File: config.mk
export PLATFORM = sky130hd
export DESIGN_NAME = mse_exec
export DESIGN_NICKNAME = d
export VERILOG_FILES = /design/src/rtl/mse_pkg.sv /design/src/rtl/mse_alu_if.sv /design/src/rtl/mse_exec.sv /design/src/rtl/mse_alu.sv
export SDC_FILE = /design/constraint.sdc
export NUM_CORES = 1
export LEC_CHECK = 0
export ABC_AREA = 1
export BUFFER_PORTS_ARGS = -buffer_cell sky130_fd_sc_hd__buf_2
export CORE_ASPECT_RATIO = 0.7
export CORE_MARGIN = 2
export CORE_UTILIZATION = 45
export DETAILED_ROUTE_END_ITERATION = 16
export PLACE_DENSITY = 0.58
export SLEW_MARGIN = 20
export SYNTH_ARGS = -nofsm -noshare
export SYNTH_HDL_FRONTEND = slang
export SYNTH_SLANG_ARGS = --single-unit
File: constraint.sdc
create_clock -name pclk -period 4.44 [get_ports pclk]
set_input_delay 1.11 -clock pclk [delete_from_list [all_inputs] [get_ports pclk]]
set_output_delay 1.11 -clock pclk [all_outputs]
set_load 0.01 [all_outputs]
File: src/rtl/mse_pkg.sv
// Purpose: Shared constants and types for the instruction subset executor.
// Assumes: APB slave with 32-bit data, byte addresses below 0x100.
// Notes:   File window occupies 0x80-0xFC, one word per file register.
// Overview of operation
// - Port read-modify-write uses pin levels as source
// - Direction load with file six copies W
// - Direction bit one floats pin; zero drives
// - Timer register write by an instruction clears prescaler when assigned; a file window write does not
// - Add W and file, destination select, flags
// - AND W with file; only zero flag changes
// - AND W with literal into W, zero flag
// - Bit clear forces bit low, flags untouched
// - Bit set forces bit high, flags untouched
// - Skip-if-low discards next instruction when bit zero
// - Skip-if-high discards next instruction when bit one
package mse_pkg;

  // ==========================================================
  // Register map
  localparam logic [7:0] ADDR_INSTR  = 8'h00;
  localparam logic [7:0] ADDR_WREG   = 8'h04;
  localparam logic [7:0] ADDR_STATUS = 8'h08;
  localparam logic [7:0] ADDR_OPTION = 8'h0C;
  localparam logic [7:0] ADDR_PORT   = 8'h10;
  localparam logic [7:0] ADDR_PRESC  = 8'h14;
  localparam int         FILE_WIN_BIT = 7;

  // ==========================================================
  // Field positions
  localparam int ST_C    = 0;
  localparam int ST_HC   = 1;
  localparam int ST_Z    = 2;
  localparam int ST_SKIP = 3;
  localparam int OPT_PSA = 0;

  // ==========================================================
  // Special file registers and opcodes
  localparam logic [4:0] F_TIMER      = 5'h01;
  localparam logic [4:0] F_PORT       = 5'h06;
  localparam logic [8:0] LOAD_DIR_HI  = 9'h000;
  localparam logic [2:0] LOAD_DIR_F   = 3'h6;
  localparam logic [3:0] OPC_BIT_CLR  = 4'h4;
  localparam logic [3:0] OPC_BIT_SET  = 4'h5;
  localparam logic [3:0] OPC_SKIP_LO  = 4'h6;
  localparam logic [3:0] OPC_SKIP_HI  = 4'h7;
  localparam logic [3:0] OPC_AND_LIT  = 4'hE;

  // ==========================================================
  // Reset values
  localparam logic [7:0] W_RST      = 8'h00;
  localparam logic [7:0] FILE_RST   = 8'h00;
  localparam logic [7:0] DIR_RST    = 8'hFF;
  localparam logic [7:0] OUT_RST    = 8'h00;
  localparam logic [7:0] OPTION_RST = 8'h01;

  typedef enum logic [1:0] {
    MSE_ALU_ADD  = 2'b00,
    MSE_ALU_AND  = 2'b01,
    MSE_ALU_BCLR = 2'b10,
    MSE_ALU_BSET = 2'b11
  } mse_alu_op_t;

endpackage

File: src/rtl/mse_alu_if.sv
// Purpose: Carrier between the executor and its ALU.
// Assumes: Combinational ALU.
// Notes:   None.
`timescale 1ns/1ps
interface mse_alu_if #(
  parameter int unsigned W = 8
);
  logic [W-1:0]          a;
  logic [W-1:0]          b;
  mse_pkg::mse_alu_op_t  op;
  logic [$clog2(W)-1:0]  bit_idx;
  logic [W-1:0]          y;
  logic                  carry;
  logic                  half_carry;
  logic                  zero;

  modport core (output a, b, op, bit_idx, input y, carry, half_carry, zero);
  modport alu  (input a, b, op, bit_idx, output y, carry, half_carry, zero);
endinterface

File: src/rtl/mse_exec.sv
// Purpose: Executes an instruction subset written over APB.
// Assumes: Pin inputs synchronous to pclk; one transfer at a time.
// Notes:   Every transfer has one wait-free access cycle.
`timescale 1ns/1ps
module mse_exec #(
  parameter int unsigned PORT_W  = 6,
  parameter int unsigned PRESC_W = 8,
  parameter logic [5:0]  ADD_OPC = 6'h07,
  parameter logic [5:0]  AND_OPC = 6'h05
) (
  // Clock and reset
  input  wire logic              pclk,
  input  wire logic              presetn,
  // APB slave
  input  wire logic              psel,
  input  wire logic              penable,
  input  wire logic              pwrite,
  input  wire logic [7:0]        paddr,
  input  wire logic [31:0]       pwdata,
  output logic      [31:0]       prdata,
  output logic                   pready,
  output logic                   pslverr,
  // I/O port pins
  input  wire logic [PORT_W-1:0] gpio_in,
  output logic      [PORT_W-1:0] gpio_out,
  output logic      [PORT_W-1:0] gpio_oe
);

  // ==========================================================
  // State
  logic [7:0]         w_q;
  logic               c_q, half_carry_q, z_q, skip_q;
  logic [7:0]         file_q [32];
  logic [PORT_W-1:0]  out_q, dir_q, oe_q;
  logic [PRESC_W-1:0] presc_q;
  logic [7:0]         option_q;
  logic [11:0]        last_ins_q;
  logic [31:0]        prdata_q;
  logic               pready_q, pslverr_q;

  // ==========================================================
  // APB phases
  logic       setup, fire, wr_fire, exec, run, file_wr;
  logic [4:0] win;
  assign setup   = psel && !penable;
  assign fire    = psel && penable && pready_q;
  assign wr_fire = fire && pwrite;
  assign exec    = wr_fire && (paddr == mse_pkg::ADDR_INSTR);
  assign run     = exec && !skip_q;
  assign win     = paddr[6:2];
  assign file_wr = wr_fire && paddr[mse_pkg::FILE_WIN_BIT]
                   && (paddr[1:0] == 2'b00);

  // ==========================================================
  // Instruction fields and decode
  logic [11:0] ins;
  logic [4:0]  fsel;
  logic [2:0]  bsel;
  logic        dsel;
  logic [7:0]  kval;
  logic        is_add_w, is_and_file, is_and_lit, is_bit_clear;
  logic        is_bit_set, is_skip_low, is_skip_high, is_load_dir;
  assign ins          = pwdata[11:0];
  assign fsel         = ins[4:0];
  assign bsel         = ins[7:5];
  assign dsel         = ins[5];
  assign kval         = ins[7:0];
  assign is_add_w     = (ins[11:6] == ADD_OPC);
  assign is_and_file  = (ins[11:6] == AND_OPC);
  assign is_and_lit   = (ins[11:8] == mse_pkg::OPC_AND_LIT);
  assign is_bit_clear = (ins[11:8] == mse_pkg::OPC_BIT_CLR);
  assign is_bit_set   = (ins[11:8] == mse_pkg::OPC_BIT_SET);
  assign is_skip_low  = (ins[11:8] == mse_pkg::OPC_SKIP_LO);
  assign is_skip_high = (ins[11:8] == mse_pkg::OPC_SKIP_HI);
  assign is_load_dir  = (ins[11:3] == mse_pkg::LOAD_DIR_HI)
                        && (ins[2:0] == mse_pkg::LOAD_DIR_F);

  // ==========================================================
  // Operand fetch
  logic [7:0] pins8, fval, win_val;
  logic       bit_val;
  assign pins8   = 8'(gpio_in);
  assign fval    = (fsel == mse_pkg::F_PORT) ? pins8 : file_q[fsel];
  assign win_val = (win == mse_pkg::F_PORT) ? pins8 : file_q[win];
  assign bit_val = fval[bsel];

  // ==========================================================
  // ALU
  mse_alu_if #(.W(8)) alu_bus ();

  always_comb begin
    alu_bus.a       = w_q;
    alu_bus.b       = is_and_lit ? kval : fval;
    alu_bus.bit_idx = bsel;
    if (is_add_w) begin
      alu_bus.op = mse_pkg::MSE_ALU_ADD;
    end else if (is_bit_clear) begin
      alu_bus.op = mse_pkg::MSE_ALU_BCLR;
    end else if (is_bit_set) begin
      alu_bus.op = mse_pkg::MSE_ALU_BSET;
    end else begin
      alu_bus.op = mse_pkg::MSE_ALU_AND;
    end
  end

  mse_alu #(.W(8)) u_alu (
    .bus (alu_bus.alu)
  );

  logic w_we, f_we, z_we, c_we, psa;
  assign w_we = run && (((is_add_w || is_and_file) && !dsel) || is_and_lit);
  assign f_we = run && (((is_add_w || is_and_file) && dsel)
                || is_bit_clear || is_bit_set);
  assign z_we = run && (is_add_w || is_and_file || is_and_lit);
  assign c_we = run && is_add_w;
  assign psa  = option_q[mse_pkg::OPT_PSA];

  // ==========================================================
  // Working register
  always_ff @(posedge pclk or negedge presetn) begin
    if (!presetn) begin
      w_q <= mse_pkg::W_RST;
    end else if (w_we) begin
      w_q <= alu_bus.y;
    end else if (wr_fire && paddr == mse_pkg::ADDR_WREG) begin
      w_q <= pwdata[7:0];
    end
  end

  // ==========================================================
  // Flags
  always_ff @(posedge pclk or negedge presetn) begin
    if (!presetn) begin
      z_q <= 1'b0;
    end else if (z_we) begin
      z_q <= alu_bus.zero;
    end else if (wr_fire && paddr == mse_pkg::ADDR_STATUS) begin
      z_q <= pwdata[mse_pkg::ST_Z];
    end
  end

  always_ff @(posedge pclk or negedge presetn) begin
    if (!presetn) begin
      c_q          <= 1'b0;
      half_carry_q <= 1'b0;
    end else if (c_we) begin
      c_q          <= alu_bus.carry;
      half_carry_q <= alu_bus.half_carry;
    end else if (wr_fire && paddr == mse_pkg::ADDR_STATUS) begin
      c_q          <= pwdata[mse_pkg::ST_C];
      half_carry_q <= pwdata[mse_pkg::ST_HC];
    end
  end

  // Next instruction becomes a no-operation while set
  always_ff @(posedge pclk or negedge presetn) begin
    if (!presetn) begin
      skip_q <= 1'b0;
    end else if (run && is_skip_low && !bit_val) begin
      skip_q <= 1'b1;
    end else if (run && is_skip_high && bit_val) begin
      skip_q <= 1'b1;
    end else if (exec) begin
      skip_q <= 1'b0;
    end
  end

  // ==========================================================
  // File registers and port latch
  always_ff @(posedge pclk or negedge presetn) begin
    if (!presetn) begin
      for (int i = 0; i < 32; i++) begin
        file_q[i] <= mse_pkg::FILE_RST;
      end
    end else if (f_we && fsel != mse_pkg::F_PORT) begin
      file_q[fsel] <= alu_bus.y;
    end else if (file_wr && win != mse_pkg::F_PORT) begin
      file_q[win] <= pwdata[7:0];
    end
  end

  always_ff @(posedge pclk or negedge presetn) begin
    if (!presetn) begin
      out_q <= mse_pkg::OUT_RST[PORT_W-1:0];
    end else if (f_we && fsel == mse_pkg::F_PORT) begin
      out_q <= alu_bus.y[PORT_W-1:0];
    end else if (file_wr && win == mse_pkg::F_PORT) begin
      out_q <= pwdata[PORT_W-1:0];
    end
  end

  always_ff @(posedge pclk or negedge presetn) begin
    if (!presetn) begin
      dir_q <= mse_pkg::DIR_RST[PORT_W-1:0];
      oe_q  <= ~mse_pkg::DIR_RST[PORT_W-1:0];
    end else if (run && is_load_dir) begin
      dir_q <= w_q[PORT_W-1:0];
      oe_q  <= ~w_q[PORT_W-1:0];
    end
  end

  // ==========================================================
  // Prescaler and option
  always_ff @(posedge pclk or negedge presetn) begin
    if (!presetn) begin
      presc_q <= '0;
    end else if (f_we && fsel == mse_pkg::F_TIMER && psa) begin
      presc_q <= '0;
    end else begin
      presc_q <= presc_q + 1'b1;
    end
  end

  always_ff @(posedge pclk or negedge presetn) begin
    if (!presetn) begin
      option_q <= mse_pkg::OPTION_RST;
    end else if (wr_fire && paddr == mse_pkg::ADDR_OPTION) begin
      option_q <= {7'h00, pwdata[mse_pkg::OPT_PSA]};
    end
  end

  always_ff @(posedge pclk or negedge presetn) begin
    if (!presetn) begin
      last_ins_q <= 12'h000;
    end else if (exec) begin
      last_ins_q <= ins;
    end
  end

  // ==========================================================
  // APB read path and answer
  logic [31:0] rd_d;
  logic        err_d;

  always_comb begin
    rd_d  = 32'h00000000;
    err_d = 1'b0;
    if (paddr[1:0] != 2'b00) begin
      err_d = 1'b1;
    end else if (paddr[mse_pkg::FILE_WIN_BIT]) begin
      rd_d = {24'h000000, win_val};
    end else begin
      case (paddr)
        mse_pkg::ADDR_INSTR:  rd_d = {20'h00000, last_ins_q};
        mse_pkg::ADDR_WREG:   rd_d = {24'h000000, w_q};
        mse_pkg::ADDR_STATUS: rd_d = {28'h0000000, skip_q, z_q,
                                      half_carry_q, c_q};
        mse_pkg::ADDR_OPTION: rd_d = {24'h000000, option_q};
        mse_pkg::ADDR_PORT:   rd_d = {8'h00, 8'(dir_q), 8'(out_q), pins8};
        mse_pkg::ADDR_PRESC:  rd_d = 32'(presc_q);
        default:              err_d = 1'b1;
      endcase
    end
  end

  always_ff @(posedge pclk or negedge presetn) begin
    if (!presetn) begin
      prdata_q  <= 32'h00000000;
      pslverr_q <= 1'b0;
      pready_q  <= 1'b0;
    end else begin
      pready_q <= setup;
      if (setup) begin
        prdata_q  <= rd_d;
        pslverr_q <= err_d;
      end
    end
  end

  assign prdata   = prdata_q;
  assign pready   = pready_q;
  assign pslverr  = pslverr_q;
  assign gpio_out = out_q;
  assign gpio_oe  = oe_q;

  // ==========================================================
  // Assertions
  logic [8:0] add_ref;
  logic [4:0] nib_ref;
  assign add_ref = {1'b0, w_q} + {1'b0, fval};
  assign nib_ref = {1'b0, w_q[3:0]} + {1'b0, fval[3:0]};
endmodule

File: src/rtl/mse_alu.sv
// Purpose: Arithmetic and bit operations of the instruction subset.
// Assumes: W of at least eight bits.
// Notes:   Half carry is taken from the low nibble.
`timescale 1ns/1ps
module mse_alu #(
  parameter int unsigned W = 8
) (
  // Operands and results
  mse_alu_if.alu bus
);

  logic [W:0] sum;
  logic [4:0] nib;

  always_comb begin
    sum            = {1'b0, bus.a} + {1'b0, bus.b};
    nib            = {1'b0, bus.a[3:0]} + {1'b0, bus.b[3:0]};
    bus.carry      = 1'b0;
    bus.half_carry = 1'b0;
    case (bus.op)
      mse_pkg::MSE_ALU_ADD: begin
        bus.y          = sum[W-1:0];
        bus.carry      = sum[W];
        bus.half_carry = nib[4];
      end
      mse_pkg::MSE_ALU_AND:  bus.y = bus.a & bus.b;
      mse_pkg::MSE_ALU_BCLR: begin
        bus.y              = bus.b;
        bus.y[bus.bit_idx] = 1'b0;
      end
      mse_pkg::MSE_ALU_BSET: begin
        bus.y              = bus.b;
        bus.y[bus.bit_idx] = 1'b1;
      end
      default: bus.y = bus.b;
    endcase
    bus.zero = (bus.y == '0);
  end

endmodule

==> summary.txt <==
CP Data Arrival Time: 4660 ps
sw frac: 0.299
Core Rows: 65
Placed Area: 22700 sq um
critical path peak fanout: 8
WHS Path Cells: 0
first-pass GRT wire length: 143 mm
DRT Pass-1 Iters: 8
cell area power density: 319 nW/um^2
final hold vios: 0
Power Internal: 5440 uW
Routed WL per cell: 28.3 um
# nets final: 2957
Skew-Pair Late Insertion Delay: 560 ps
worst-case reg-to-reg path depth: 26
area grow syn2layout: 19.7%
FF-to-FF setup slack: 760 ps
CP max stage cell: ha_4
multi-input logic area: 10400 sq um
peak supply drop: 0.317 mV
Least-Margin Pin Slew: 1090 ps
die height: 182 um
overall routed net length: 99.8 mm
crit path kind: in -> reg
final period demand of the worst path: 4250 ps
CTS tree: built
Worst R2R End: file_q[158]
DP HPWL: 71.6 mm
Cells after Synth: 2706
Final period util: 0.956
Setup violations, final: 0
ys flop type: dfrtp_1
peak per-stage delay on the critical path: 240 ps
CP Launch Type: input pin
DRC: 0
Relative slew margins: 0.271
die area: 46900 sq um
fill cell count: 4373
skew final: 18.3 ps
boundary pin count: 97
number of global-route vias before repair: 20424
clk buf depth: 3
crit-path most repeated cell: nand2_1
max-slew violation count: 0
layout cell share with drive strength beyond 1: 0.177
outcome: completed
Fmax: 236 MHz
worst hold path endpoint: file_q[204]
max-cap viol count: 0
worst min path class: reg -> reg
sequential cell area: 8240 sq um
Vias: 22621
port bufs: 64
worst hold start: file_q[204]
Antenna diodes: 0
final worst slack: 195 ps
gr usage total: 0.416
Via density: 6.42
starting density of the core: 0.454
FFs w/ async S/R, synth: 1.00
largest net degree at the start of global routing: 87
CP Capture Type: flip-flop
cell leakage power: 0.0114 uW
post-synthesis register bit count: 329
Seq/Total Area, Yosys: 0.405
synthesized cell area: 20300 sq um
DRT antenna net count: 0
Clock transition at path regs: 60 ps
TritonCTS Buffers: 39
initial antenna violation count: 1
core box area: 44800 sq um
Clock power frac: 0.445
GPL Wtd Cong: 1.00
pre-CTS worst setup slack: -512 ps
Psw: 2320 uW
Num Clock Sinks: 329
Ys Warns: 0
clk root buf: clkbuf_16
RSZ-0062 raised after global routing: false
Starting DRT DRC Count: 3565
Worst Path Required: 4860 ps
syn avg cell area: 7.52 sq um
Yosys cell types: 64
Post-synth EDFFs: 0
total gr overflow: 0
worst r2r src: file_q[88]
sequential power share: 0.391
Comb pwr share: 0.164
Die Wd: 258 um
CTS H-tree depth: 2
cell area after layout: 24300 sq um
## sequential cells by signal, summed over array words and instances, names as in the netlist
register and flops:
half_carry_q 1, z_q 1, gpio_out 6, alu_bus.a 8, last_ins_q 12, pready 1, prdata 20, dir_q 6
c_q 1, file_q 256, pslverr 1, option_q 1, gpio_oe 6, skip_q 1, presc_q 8
## per-layer routing
layer / track usage / routed length [um] / vias to the layer above
li1: - / - / 9759
met1: 0.630 / 43000 / 10950
met2: 0.522 / 36800 / 1670
met3: 0.165 / 16100 / 242
met4: 0.139 / 3860 / 0
met5: 0 / 0 / -
## what timing repair did
item	4_1_cts	5_1_grt
hold endpoints to repair	0	0
hold buffers	0	0
resized for setup	0	50
endpoints found under the setup margin	0	104
buffers inserted	0	4
## cells in the final DEF, fill, tap and decap left out, drive strengths merged, types with 2 or more instances in the layout
master,n
o22a,2
or2,2
o21a,2
a21o,6
xnor2,3
o221ai,195
a21oi,84
nand4,30
clkbuf,56
o31ai,2
a31oi,45
nand3,164
nor3,23
a211oi,3
bufinv,5
nor4,3
dfrtp,322
buf,307
a41oi,4
o2111ai,3
a221oi,8
nor2,229
clkinv,15
clkinvlp,4
dfstp,7
o22ai,87
nand3b,5
a22o,6
xor2,2
nand2,843
o211ai,18
ha,10
a22oi,33
conb,12
o21ai,145
inv,227
## synth_stat cells, types with 4 or more instances
library cell	number	share of area
o21ai_1	8	0.0020
buf_4	24	0.0089
o221ai_1	195	0.084
clkbuf_1	72	0.013
a221oi_1	8	0.0034
nand2_2	21	0.0065
nor2_4	5	0.0028
a21o_1	6	0.0022
dfrtp_1	322	0.40
o21ai_4	4	0.0032
a21oi_1	82	0.020
nand3b_1	5	0.0018
clkinv_1	4	0.00074
nand4_1	30	0.0092
dfstp_2	7	0.0090
o21ai_0	129	0.032
a22o_1	5	0.0022
a41oi_1	4	0.0017
nor3_1	20	0.0049
inv_1	193	0.036
nor2_2	9	0.0028
nand2_1	814	0.15
o211ai_1	18	0.0066
buf_2	50	0.012
nor2_1	207	0.038
buf_1	12	0.0022
o22ai_1	87	0.027
nor2_8	8	0.0079
clkinv_2	4	0.00098
nand3_1	161	0.040
inv_2	33	0.0061
a31oi_1	45	0.014
nand2_4	7	0.0039
a22oi_1	33	0.012
buf_6	15	0.0083
ha_1	10	0.0062
o21ai_2	4	0.0017
## worst max-delay path by stage
stage | start | end | slack (ps) | cells past startpoint
finish | pwdata[1] | file_q[158] | 190 | 29
global route | pwdata[1] | file_q[95] | 10 | 29
CTS | pwdata[1] | alu_bus.a[7] | 40 | 27
detailed placement | pwdata[0] | file_q[94] | -510 | 30
global placement | pwdata[0] | file_q[94] | -530 | 30
floorplan | pwdata[0] | file_q[62] | 290 | 25
## kinds of logic after synthesis
| logic type | Yosys count | share of synthesized area |
|---|---|---|
| adders and majority gates | 11 | 0.00714 |
| buffers and inverters | 410 | 0.0896 |
| xor gates and xnor gates | 5 | 0.00215 |
| DFF | 329 | 0.405 |
| and+or+nand+nor | 1301 | 0.275 |
| AOI/OAI and AO/OA | 649 | 0.221 |
| other | 1 | 0.000184 |
## worst max-delay path, delay by kind of cell
kind / cells / cell delay [ps]
xor+xnor: 1 / 180
fa+ha+maj: 1 / 240
compound gates: 4 / 510
simple gates: 14 / 1500
buf+inv: 9 / 1080
## through the flow
| stage | TNS [ps] | hold WS (ps) | cells | power [uW] | utilization |
|---|---|---|---|---|---|
| 2_1_floorplan | 0 | 429 | 2717 | 3570 | - |
| 3_3_place_gp | -44820 | 365 | 3450 | 4250 | 0.508 |
| 3_5_place_dp | -47460 | 366 | 3450 | 4250 | 0.508 |
| 4_1_cts | 0 | 378 | 3517 | 7660 | 0.537 |
| 5_1_grt | 0 | 390 | 3524 | 7900 | 0.543 |
| 6_report | 0 | 375 | 3524 | 7750 | 0.543 |
## area by class of cell
type                            count  share of cell area
Clock inverter                     14             0.00843
Tap cell                          603              0.0310
Inverter                          237              0.0378
Timing Repair Buffer              310               0.110
Clock buffer                       53              0.0456
Multi-Input combinational cell   1978               0.429
Sequential cell                   329               0.339
## power groups by stage
stage	clock network, uW	registers [uW]	logic [uW]
after floorplan	0	3090	484
after global placement	0	3090	1160
after detailed placement	0	3090	1160
after CTS	3460	3030	1170
after global routing	3570	3030	1300
final	3450	3030	1270
(Power assumes the default switching activity.)
